--- src/core/pssc_pkg.sv ---
// Package: shared types and constants for the PID start-stabilize block
package pssc_pkg;
   // ==========================================
   // Widths and settings ranges
   localparam int unsigned DATA_W          = 16;
   localparam logic [15:0] DERIV_MAX       = 16'hea60; // 600.00 s in 0.01 s
   localparam logic [15:0] FILT_MAX        = 16'h2328; // 900.0 s in 0.1 s
   localparam logic [15:0] FREQ_ZERO       = 16'h0000;
   localparam logic [15:0] RESET_VALUE     = 16'h0000;
   // ==========================================
   // Control cycle timing
   localparam int unsigned CLK_HZ          = 40000000;
   localparam int unsigned CTRL_PERIOD_US  = 1000;
   localparam int unsigned CTRL_CYCLES     = CLK_HZ / 1000000 * CTRL_PERIOD_US;
   // Time settings count control cycles of 1 ms; 0.1 s is 100 of them
   localparam int unsigned TENTH_TICKS     = 100;
   // ==========================================
   // Alarm types
   localparam logic [3:0]  ALM_ABS         = 4'h1;
   localparam logic [3:0]  ALM_DEV_FIRST   = 4'h5;
   localparam logic [3:0]  ALM_LAST        = 4'h8;
   // Digital terminal function codes
   localparam logic [7:0]  FUNC_CANCEL     = 8'h48; // 72
   localparam logic [7:0]  FUNC_PID_ALARM_OUTPUT    = 8'h2a; // 42
   localparam logic [7:0]  FUNC_FB_ALM     = 8'h32; // 50

   typedef struct packed {
      logic [15:0] stabilize_frequency;
      logic [15:0] stabilize_level;
      logic [15:0] stabilize_max_time;
      logic [15:0] stabilize_accel_time;
      logic [15:0] low_frequency_limit;
   } pssc_stab_cfg_t;

   typedef struct packed {
      logic [3:0]  alarm_type_select;
      logic [15:0] upper_alarm_limit;
      logic [15:0] lower_alarm_limit;
   } pssc_alarm_cfg_t;
endpackage : pssc_pkg

--- src/core/pssc_ctrl.sv ---
// Derivative term, feedback filter, start-stabilize sequencer and alarms
`timescale 1ns/1ps
// How it works
// - Derivative time accepted 0.00..600.00 s, clamped to maximum.
// - Derivative time zero gives no derivative contribution.
// - Derivative term is derivative time times change of deviation per cycle.
// - Feedback low-pass filtered, time constant 0.0..900.0 s.
// - Stabilize uses stabilize frequency as reference, bounded by max time.
// - Filtered feedback reaching stabilize level ends stabilize, hands to PID.
// - Time expiry or cancel terminate stabilize with stop.
// - Cancel terminal function 72 disables start-stabilize.
// - Stabilize runs only when PID is the active mode.
// - Stabilize ramp uses stabilize acceleration time.
// - Stabilize frequency below low limiter uses low limiter.
// - Stabilize entered only from stopped condition.
// - Stabilize enabled only when stabilize frequency exceeds zero.
// - Stabilize-active indicator asserted while stabilize active.
// - Absolute and deviation alarms; outputs by function codes 42, 50.
// - Absolute alarm on when value below lower or above upper limit.
// - Hold types stay off until value leaves then re-enters alarm range.
// - Latch types stay on until a reset command clears them.
module pssc_ctrl #(
   parameter int unsigned W = pssc_pkg::DATA_W
) (
   input  wire logic                     core_clk_i,
   input  wire logic                     rst_i,
   input  wire logic                     run_cmd_i,
   input  wire logic                     pid_mode_i,
   input  wire logic                     motor_stopped_i,
   input  wire logic                     stabilize_cancel_input_i,
   input  wire logic                     alarm_reset_i,
   input  wire logic [7:0]               di_function_i,
   input  wire logic [7:0]               do_function_i,
   input  wire logic [15:0]              derivative_time_setting_i,
   input  wire logic [15:0]              feedback_filter_time_i,
   input  wire pssc_pkg::pssc_stab_cfg_t  stab_cfg_i,
   input  wire pssc_pkg::pssc_alarm_cfg_t alarm_cfg_i,
   input  wire logic [W-1:0]             process_setpoint_i,
   input  wire logic [W-1:0]             feedback_i,
   output logic [W-1:0]                  measured_process_value_o,
   output logic [31:0]                   derivative_term_o,
   output logic [15:0]                   freq_ref_o,
   output logic [15:0]                   accel_time_o,
   output logic                          use_pid_o,
   output logic                          stop_o,
   output logic                          stabilize_active_indicator_o,
   output logic                          pid_alarm_output_o,
   output logic                          feedback_alarm_output_o
);
   typedef enum logic [1:0] {ST_IDLE, ST_STAB, ST_PID, ST_STOP}
      pssc_state_t;

   // ==========================================
   // Input synchronisers
   logic cancel_m_reg;
   logic cancel_s_reg;
   always_ff @(posedge core_clk_i)
   begin
      cancel_m_reg <= rst_i ? 1'b0 : stabilize_cancel_input_i;
      cancel_s_reg <= rst_i ? 1'b0 : cancel_m_reg;
   end
   wire cancel = cancel_s_reg
                 && (di_function_i == pssc_pkg::FUNC_CANCEL);

   // ==========================================
   // Control cycle divider
   logic [31:0] div_reg;
   logic [31:0] div_next;
   logic        tick;
   always_comb
   begin
      tick     = (div_reg == 32'(pssc_pkg::CTRL_CYCLES - 1));
      div_next = tick ? 32'h0 : div_reg + 32'h1;
   end
   always_ff @(posedge core_clk_i)
      div_reg <= rst_i ? 32'h0 : div_next;

   // ==========================================
   // Feedback filter
   logic [W-1:0] pv;
   logic [15:0]  tau;
   assign tau = (feedback_filter_time_i > pssc_pkg::FILT_MAX) ?
                pssc_pkg::FILT_MAX : feedback_filter_time_i;
   pssc_lpf #(.W(W)) u_lpf (
      .core_clk_i (core_clk_i),
      .rst_i      (rst_i),
      .tick_i     (tick),
      .tau_i      (tau),
      .x_i        (feedback_i),
      .y_o        (pv)
   );

   // ==========================================
   // Derivative term
   logic signed [W:0]  dev_reg;
   logic signed [W:0]  dev_next;
   logic [31:0]        dterm_reg;
   logic [31:0]        dterm_next;
   logic [15:0]        td;
   always_comb
   begin
      td = (derivative_time_setting_i > pssc_pkg::DERIV_MAX) ?
           pssc_pkg::DERIV_MAX : derivative_time_setting_i;
      dev_next   = dev_reg;
      dterm_next = dterm_reg;
      if (tick)
      begin
         dev_next   = $signed({1'b0, process_setpoint_i})
                      - $signed({1'b0, pv});
         // Widen before the product so long times do not wrap
         dterm_next = $signed(32'(dev_next - dev_reg))
                      * $signed(32'({1'b0, td}));
      end
      // Zero time clears the term at once, not at the next tick
      if (td == 16'h0000)
         dterm_next = 32'h0;
   end
   always_ff @(posedge core_clk_i)
   begin
      dev_reg   <= rst_i ? '0 : dev_next;
      dterm_reg <= rst_i ? 32'h0 : dterm_next;
   end

   // ==========================================
   // Start-stabilize sequencer
   pssc_state_t st_reg;
   pssc_state_t st_next;
   logic [31:0] tm_reg;
   logic [31:0] tm_next;
   logic [15:0] sfreq;
   logic [31:0] tlim;
   always_comb
   begin
      sfreq = (stab_cfg_i.stabilize_frequency < stab_cfg_i.low_frequency_limit)
              ? stab_cfg_i.low_frequency_limit
              : stab_cfg_i.stabilize_frequency;
      tlim    = {16'h0000, stab_cfg_i.stabilize_max_time}
                * 32'(pssc_pkg::TENTH_TICKS);
      st_next = st_reg;
      tm_next = tm_reg;
      case (st_reg)
         ST_IDLE:
            if (run_cmd_i && pid_mode_i)
            begin
               if (motor_stopped_i && !cancel
                   && stab_cfg_i.stabilize_frequency
                      > pssc_pkg::FREQ_ZERO)
               begin
                  st_next = ST_STAB;
                  tm_next = 32'h0;
               end
               else
                  st_next = ST_PID;
            end
         ST_STAB:
         begin
            if (tick)
               tm_next = tm_reg + 32'h1;
            if (!run_cmd_i || !pid_mode_i)
               st_next = ST_IDLE;
            else if (pv >= W'(stab_cfg_i.stabilize_level))
               st_next = ST_PID;
            else if (cancel || tm_reg >= tlim)
               st_next = ST_STOP;
         end
         ST_PID:
            if (!run_cmd_i || !pid_mode_i)
               st_next = ST_IDLE;
         ST_STOP:
            if (!run_cmd_i)
               st_next = ST_IDLE;
         default:
            st_next = ST_IDLE;
      endcase
   end
   always_ff @(posedge core_clk_i)
   begin
      st_reg <= rst_i ? ST_IDLE : st_next;
      tm_reg <= rst_i ? 32'h0 : tm_next;
   end

   // ==========================================
   // Alarms
   logic          raw;
   logic          armed_reg, armed_next;
   logic          was_out_reg, was_out_next;
   logic          alm_reg, alm_next;
   logic [W:0]    lo, hi;
   logic          hold, latch;
   logic [3:0]    typ;
   always_comb
   begin
      typ   = alarm_cfg_i.alarm_type_select;
      hold  = (typ == 4'h2) || (typ == 4'h4) || (typ == 4'h6) || (typ == 4'h8);
      latch = (typ == 4'h3) || (typ == 4'h4) || (typ == 4'h7) || (typ == 4'h8);
      if (typ >= pssc_pkg::ALM_DEV_FIRST)
      begin
         lo = {1'b0, process_setpoint_i}
              - {1'b0, W'(alarm_cfg_i.lower_alarm_limit)};
         hi = {1'b0, process_setpoint_i}
              + {1'b0, W'(alarm_cfg_i.upper_alarm_limit)};
         if (lo[W])
            lo = '0;
      end
      else
      begin
         lo = {1'b0, W'(alarm_cfg_i.lower_alarm_limit)};
         hi = {1'b0, W'(alarm_cfg_i.upper_alarm_limit)};
      end
      raw = (typ >= pssc_pkg::ALM_ABS) && (typ <= pssc_pkg::ALM_LAST)
            && (({1'b0, pv} < lo) || (hi < {1'b0, pv}));
      was_out_next = was_out_reg || !raw;
      armed_next   = armed_reg || !hold || (was_out_reg && raw);
      alm_next     = raw && armed_next;
      if (latch && alm_reg && !alarm_reset_i)
         alm_next = 1'b1;
   end
   always_ff @(posedge core_clk_i)
   begin
      armed_reg   <= rst_i ? 1'b0 : armed_next;
      was_out_reg <= rst_i ? 1'b0 : was_out_next;
      alm_reg     <= rst_i ? 1'b0 : alm_next;
   end

   // ==========================================
   // Registered outputs
   always_ff @(posedge core_clk_i)
   begin
      if (rst_i)
      begin
         measured_process_value_o     <= '0;
         derivative_term_o            <= 32'h0;
         freq_ref_o                   <= pssc_pkg::RESET_VALUE;
         accel_time_o                 <= pssc_pkg::RESET_VALUE;
         use_pid_o                    <= 1'b0;
         stop_o                       <= 1'b0;
         stabilize_active_indicator_o <= 1'b0;
         pid_alarm_output_o           <= 1'b0;
         feedback_alarm_output_o      <= 1'b0;
      end
      else
      begin
         measured_process_value_o     <= pv;
         derivative_term_o            <= dterm_reg;
         freq_ref_o                   <= (st_next == ST_STAB) ? sfreq
                                         : pssc_pkg::FREQ_ZERO;
         accel_time_o                 <= stab_cfg_i.stabilize_accel_time;
         use_pid_o                    <= (st_next == ST_PID);
         stop_o                       <= (st_next == ST_STOP);
         stabilize_active_indicator_o <= (st_next == ST_STAB);
         pid_alarm_output_o           <= alm_next
            && (do_function_i == pssc_pkg::FUNC_PID_ALARM_OUTPUT);
         feedback_alarm_output_o      <= alm_next
            && (do_function_i == pssc_pkg::FUNC_FB_ALM);
      end
   end
endmodule : pssc_ctrl

--- src/core/pssc_lpf.sv ---
// First-order low-pass feedback filter stage
`timescale 1ns/1ps
module pssc_lpf #(
   parameter int unsigned W = 16
) (
   input  wire logic         core_clk_i,
   input  wire logic         rst_i,
   input  wire logic         tick_i,
   input  wire logic [15:0]  tau_i,
   input  wire logic [W-1:0] x_i,
   output logic      [W-1:0] y_o
);
   logic [W+15:0] acc_reg;
   logic [W+15:0] acc_next;
   logic [W+15:0] step;
   logic [W-1:0]  y_now;
   logic [31:0]   div;

   assign y_now = acc_reg[W+15:16];
   assign y_o   = y_now;

   always_comb
   begin
      div      = ({16'h0000, tau_i} * 32'(pssc_pkg::TENTH_TICKS)) + 32'h1;
      step     = ({x_i, 16'h0000} - acc_reg);
      acc_next = acc_reg;
      if (tick_i)
      begin
         if (tau_i == 16'h0000)
            acc_next = {x_i, 16'h0000};
         else if (x_i >= y_now)
            acc_next = acc_reg + (W+16)'(step / div);
         else
            acc_next = acc_reg - (W+16)'(({acc_reg} - {x_i, 16'h0000})
                       / div);
      end
   end

   always_ff @(posedge core_clk_i)
   begin
      if (rst_i)
         acc_reg <= '0;
      else
         acc_reg <= acc_next;
   end
endmodule : pssc_lpf

--- config.mk ---
export PLATFORM = sky130hd
export DESIGN_NAME = pssc_ctrl
export DESIGN_NICKNAME = d
export VERILOG_FILES = /design/src/core/pssc_pkg.sv /design/src/core/pssc_ctrl.sv /design/src/core/pssc_lpf.sv
export SDC_FILE = /design/constraint.sdc
export NUM_CORES = 2
export LEC_CHECK = 0
export BUFFER_PORTS_ARGS = -buffer_cell sky130_fd_sc_hd__buf_2
export CORE_MARGIN = 2
export CORE_UTILIZATION = 46
export CTS_CLUSTER_DIAMETER = 100
export DETAILED_ROUTE_END_ITERATION = 10
export PLACE_DENSITY_LB_ADDON = 0.2
export SKIP_CTS_REPAIR_TIMING = 1
export SYNTH_ARGS = -nofsm -noshare
export SYNTH_HDL_FRONTEND = slang
export SYNTH_HIERARCHICAL = 1
export SYNTH_SLANG_ARGS = --single-unit
--- constraint.sdc ---
create_clock -name core_clk_i -period 88.4 [get_ports core_clk_i]
set_input_delay 4.42 -clock core_clk_i [delete_from_list [all_inputs] [get_ports core_clk_i]]
set_output_delay 4.42 -clock core_clk_i [all_outputs]
set_load 0.02 [all_outputs]
; ---- Word level (Yosys, flattened, before mapping)
; Cells that the tools add are included.
[op_classes]
n_addsub = 11
n_lt_le_gt_ge = 12
bitwise = 1
multipliers = 3
mux = 21
n_eq_ne = 19
n_div = 2
n_reduce_logical = 38
[ops]
columns = op, count
row1 = 32-bit two-way mux, 5
row2 = 32-bit subtractor, 3
row3 = "32-bit by 1-bit adder with 32-bit output, second input constant", 2
row4 = 32-bit by 32-bit divider with 32-bit output, 2
row5 = 16-bit two-way mux, 4
row6 = 32-bit one-hot mux with 2 select lines, 1
row7 = "16-bit by 5-bit multiplier with 21-bit output, second input constant", 2
row8 = 17-bit two-way mux, 2
row9 = 16-bit by 16-bit subtractor with 17-bit output, 2
row10 = 32-bit adder, 1
row11 = "32-bit by 16-bit == test with 1-bit output, second input constant", 1
row12 = 16-bit greater-or-equal comparator, 2
row13 = 32-bit by 23-bit greater-or-equal comparator with 1-bit output, 1
row14 = 16-bit zero test, 2
row15 = 18-bit by 17-bit multiplier with 32-bit output, 1
row16 = "23-bit by 1-bit adder with 24-bit output, second input constant", 1
row17 = 17-bit by 17-bit subtractor with 18-bit output, 1
row18 = 16-bit by 16-bit adder with 17-bit output, 1
row19 = 16-bit by 17-bit < comparator with 1-bit output, 1
row20 = 17-bit by 16-bit < comparator with 1-bit output, 1
row21 = "8-bit by 6-bit == test with 1-bit output, second input constant", 2
row22 = "16-bit by 1-bit greater-than comparator with 1-bit output, second input constant", 1
row23 = "16-bit by 14-bit greater-than comparator with 1-bit output, second input constant", 1
row24 = "16-bit greater-than comparator, second input constant", 1
row25 = other kinds (22), 66
[word_totals]
inputBits = 203
out_inout_bits = 85
regBits = 237
wordCells = 127

; ---- Depth between registers and ports, before layout
[logic_depth]
word_depth = 11
mapped_depth = 492
depth_no_buf = 449

; ---- Hierarchy
; Netlist, hierarchy kept.
[by_module_without_submodules]
columns = module, area_each_um2, instances, cells_per_inst, seq_area_each_um2
row1 = pssc_lpf, 65128.7, 1, 9648, 640.6
row2 = pssc_ctrl, 24669.9, 1, 2934, 4103.9

; ---- Worst setup path before layout
; OpenSTA, ideal clock, no wires.
[synth_path]
kind = input to register
start = in feedback_filter_time_i[14]
end = reg u_lpf.acc_reg[31]
path_slack_ns = -4.055
path_buffers = 52
stages = 456
setup_ns = 0.074
required_time_ns = 88.326
arrival_ns = 92.381
cell_sequence = nor2_1 > nand4_1 > nor4_1 > a21oi_1 > a21oi_1 > clkbuf_1 > nor2b_1 > clkbuf_1 > inv_1 > ha_1 > ha_1 > inv_1 > fa_1 > inv_1 > ha_1 > xor2_1 > nand2_1 > mux2_2 > (+420 left out) > o21bai_1 > a21oi_1 > o21bai_1 > a21oi_1 > o21bai_1 > a21oi_1 > nor2b_1 > o21ai_0 > nand2b_1 > a21o_1 > a21o_1 > a21o_1 > a21oi_1 > xnor2_1 > xnor2_1 > mux2i_1 > or4b_1 > a31oi_1
[synth_via]
elab_chain_len = 8
word_cells_on_any_way = 11
classes_between = add/sub (3) / mul (1) / div (2) / order compare (1) / mux (3) / reduce/logical (1)
[synth_rtl]
columns = item, line_no
row1 = start: declaration, pssc_ctrl.sv:35  ; input wire logic [15:0] feedback_filter_time_i,
row2 = 16-bit by 14-bit greater-than comparator with 1-bit output (*), pssc_ctrl.sv:82  ; assign tau = (feedback_filter_time_i > pssc_pkg::FILT_MAX) ?
row3 = 16-bit two-way mux (*), pssc_ctrl.sv:82
row4 = net tau[2], pssc_ctrl.sv:81  ; logic [15:0] tau;
row5 = 16-bit by 5-bit multiplier with 21-bit output, pssc_lpf.sv:24  ; div = ({16'h0000, tau_i} * 32'(pssc_pkg::TENTH_TICKS)) + 32'h1;
row6 = 23-bit by 1-bit adder with 24-bit output, pssc_lpf.sv:24
row7 = "32-bit by 32-bit divider with 32-bit output, on equally long branches", "pssc_lpf.sv:35, pssc_lpf.sv:32"
row8 = 32-bit subtractor / 32-bit adder (equally long branches), "pssc_lpf.sv:34, pssc_lpf.sv:32"
row9 = 32-bit two-way mux, pssc_lpf.sv:31  ; else if (x_i >= y_now)
row10 = 32-bit two-way mux (*), pssc_lpf.sv:29  ; if (tau_i == 16'h0000)
row11 = end signal: assignment, pssc_lpf.sv:44  ; acc_reg <= acc_next;
row12 = end: declaration, pssc_lpf.sv:13  ; logic [W+15:0] acc_reg;
; The timed path passes the listed nets; every way through them passes the cells marked *.
; A chain may end at the register's enable or synchronous reset.

; ---- Worst setup path in the final report
; Same ends and word-level chain as after synthesis.

==> results.py <==
metrics = {
    "run_status": {
        "status": "completed",
    },
    "sta": {
        "drv_slew": 0,
        "hold_violations": 0,
        "fin_crit_sh": 0.957,
        "fin_ws_ns": 3.79,
        "relSlewSlack": 0.166,
        "setup_viol": 0,
        "fmax_ghz": 0.0118,
        "worst_pin_slew_ns": 1.24,
        "fin_crit_ns": 84.61,
        "fin_skew_ns": 0.0489,
    },
    "place": {
        "hpwl_mm": 312,
        "dpl_worst_slack_ns": -1.73,
        "portBuffers": 287,
        "dp_cells": 16800,
        "gp_congestion": 1.03,
    },
    "cts": {
        "cts_buffers": 35,
        "clk_path_buf_depth": 3,
        "cts.clk_slew.worst_paths_ns": 0.05,
        "htree_levels": 2,
        "clock_latency_ns": 0.62,
        "cts_tree": "built",
        "cts_sinks": 237,
        "clock-root-buffer": "clkbuf_16",
    },
    "worst_setup_path": {
        "cp_slowest_stage_delay_ns": 0.61,
        "crit_top_cell": "a21o_1",
        "cp.arrival_ns": 85.13,
        "cp-start-kind": "input port",
        "crit_type": "input port to flip-flop",
        "cp-end-kind": "flip-flop",
        "worstPathRequired_ns": 88.93,
        "crit_slowest_cell": "or4_4",
        "crit_fanout": 21,
    },
    "floorplan": {
        "die_w_um": 446,
        "initial_utilization": 0.462,
        "core_area_um2": 194000,
        "die_y_um": 446,
        "io_pins": 288,
        "dieArea_um2": 199000,
        "rows": 162,
    },
    "route": {
        "dr.pass1.iters": 8,
        "ant_nets": 0,
        "dr_total_vias": 103000,
        "avgViaCountPerCell": 6.05,
        "route.detailed.drc": 0,
        "wl_per_cell_um": 22.5,
        "drt-initial-drc-count": 8184,
        "routed_wl_mm": 383,
    },
    "grt": {
        "grt_pass1_wl_mm": 574,
        "grt_pass1_vias": 98700,
        "grt.total_usage": 0.366,
        "antenna_found_initial": 16,
        "grt_max_degree": 85,
        "grt-ovfl-total": 0,
    },
    "logic_synthesis": {
        "synth-edff-count": 0,
        "synth.distinct_cells": 148,
        "avgSynthCellArea_um2": 7.14,
        "synthCells": 12600,
        "async_flop_share": 0,
        "synth_top_flop_cell": "dfxtp_1",
        "ys_seq_area_frac": 0.0528,
        "yosysWarningCount": 6,
        "ys_seq_elements": 237,
        "netlist_area_um2": 89800,
    },
    "final_layout": {
        "final_cell_mix": "buf_4, ha_1, nand2_1",
        "layout.nets": 16200,
        "fillers": 18700,
        "fin_cells": 17000,
        "final_util": 0.568,
        "layout_commonest_cell": "buf_4",
        "drive_gt1_frac": 0.209,
        "syn_to_final_growth_pct": 23.1,
    },
    "hold_path": {
        "hold_class": "flip-flop to flip-flop",
    },
    "job": {
        "drv_cap": 0,
    },
}
[layer usage]
metal	wire, µm	track usage	vias up	share of wire
li1	-	-	49000	-
met1	159000	0.462	49200	0.42
met2	175000	0.614	3799	0.46
met3	23800	0.0347	880	0.062
met4	25200	0.197	0	0.066
met5	0	0	-	0
[cell usage after synthesis, types with 43 or more instances]
cell type,instances,area share
ha_1,1258,0.18
nand2_1,1195,0.050
a21oi_1,1139,0.063
nor2_1,1134,0.047
inv_1,869,0.036
o21ai_0,709,0.040
xnor2_1,610,0.059
a21o_1,508,0.042
xor2_1,354,0.035
nor3_1,329,0.018
nor2b_1,313,0.022
clkbuf_1,305,0.013
fa_1,296,0.066
nand3_1,269,0.015
dfxtp_1,237,0.053
o21a_1,232,0.019
mux2_2,215,0.027
nand2b_1,215,0.015
nand4_1,202,0.014
and2_1,162,0.011
o21bai_1,143,0.012
and3_1,137,0.0095
o31ai_1,133,0.011
a31oi_1,131,0.0091
or3_1,110,0.0077
a211oi_1,103,0.0086
nor4_1,85,0.0059
o211ai_1,73,0.0061
or2_2,73,0.0051
mux2i_1,72,0.0080
a211o_1,54,0.0053
a21boi_0,50,0.0042
and4_1,43,0.0042
[worst paths after layout]
path	end	start	slack, ns	depth (start not counted)
worst max-delay path	u_lpf/acc_reg[31]$_SDFFE_PP0P_	feedback_filter_time_i[14]	3.79	433
worst min-delay path	dterm_reg[2]$_SDFFE_PP0P_	dterm_reg[2]$_SDFFE_PP0P_	0.44	2
worst max register to register	u_lpf/acc_reg[31]$_SDFFE_PP0P_	u_lpf/acc_reg[1]$_SDFFE_PP0P_	8.22	420
worst min register to register	dterm_reg[2]$_SDFFE_PP0P_	dterm_reg[2]$_SDFFE_PP0P_	0.44	2
[worst max-delay path, delay by kind of cell]
kind | cells | cell delay (ns)
compound gates | 201 | 35.42
xor+xnor | 4 | 0.69
mux | 14 | 4.47
simple gates | 122 | 20.82
fa+ha+maj | 36 | 10.79
buf+inv | 56 | 8.33
[metrics by stage]
stage	TNS (ns)	cell area, µm²	hold WS (ns)
global placement	-7.13	107000	0.438
global route	-0.905	110000	0.460
detailed placement	-4.94	107000	0.426
finish	0	111000	0.445
CTS	-4.86	108000	0.447
floorplan	0	90000	0.414
[kinds of logic (layout without fill, tap and decap cells)]
kind of cell | after synthesis | count (layout) | share of synthesized area
flops | 237 | 237 | 0.0528
compound gates | 3772 | 3774 | 0.273
fa+ha+maj | 1555 | 1555 | 0.241
mux | 297 | 297 | 0.0364
xor+xnor | 967 | 967 | 0.0947
simple gates | 4483 | 4485 | 0.247
other cells | 1 | 35 | 0.0000418
buf+inv | 1270 | 3116 | 0.0548
[area by class of cell]
class / instances / area [µm²] / share of cell area
multi-input cells: 11100 / 82000 / 0.742
inverters: 874 / 3300 / 0.0298
repair buffers: 2180 / 15900 / 0.144
well taps: 2542 / 3180 / 0.0288
clock buffers: 39 / 921 / 0.00833
flip-flops and latches: 237 / 4740 / 0.0429
diodes: 28 / 70.1 / 0.000634
clock inverters: 23 / 337 / 0.00305
Power is left out: the tool's default activity adds up to more than one toggle a clock period on the data nets, which glitch-free logic cannot reach.
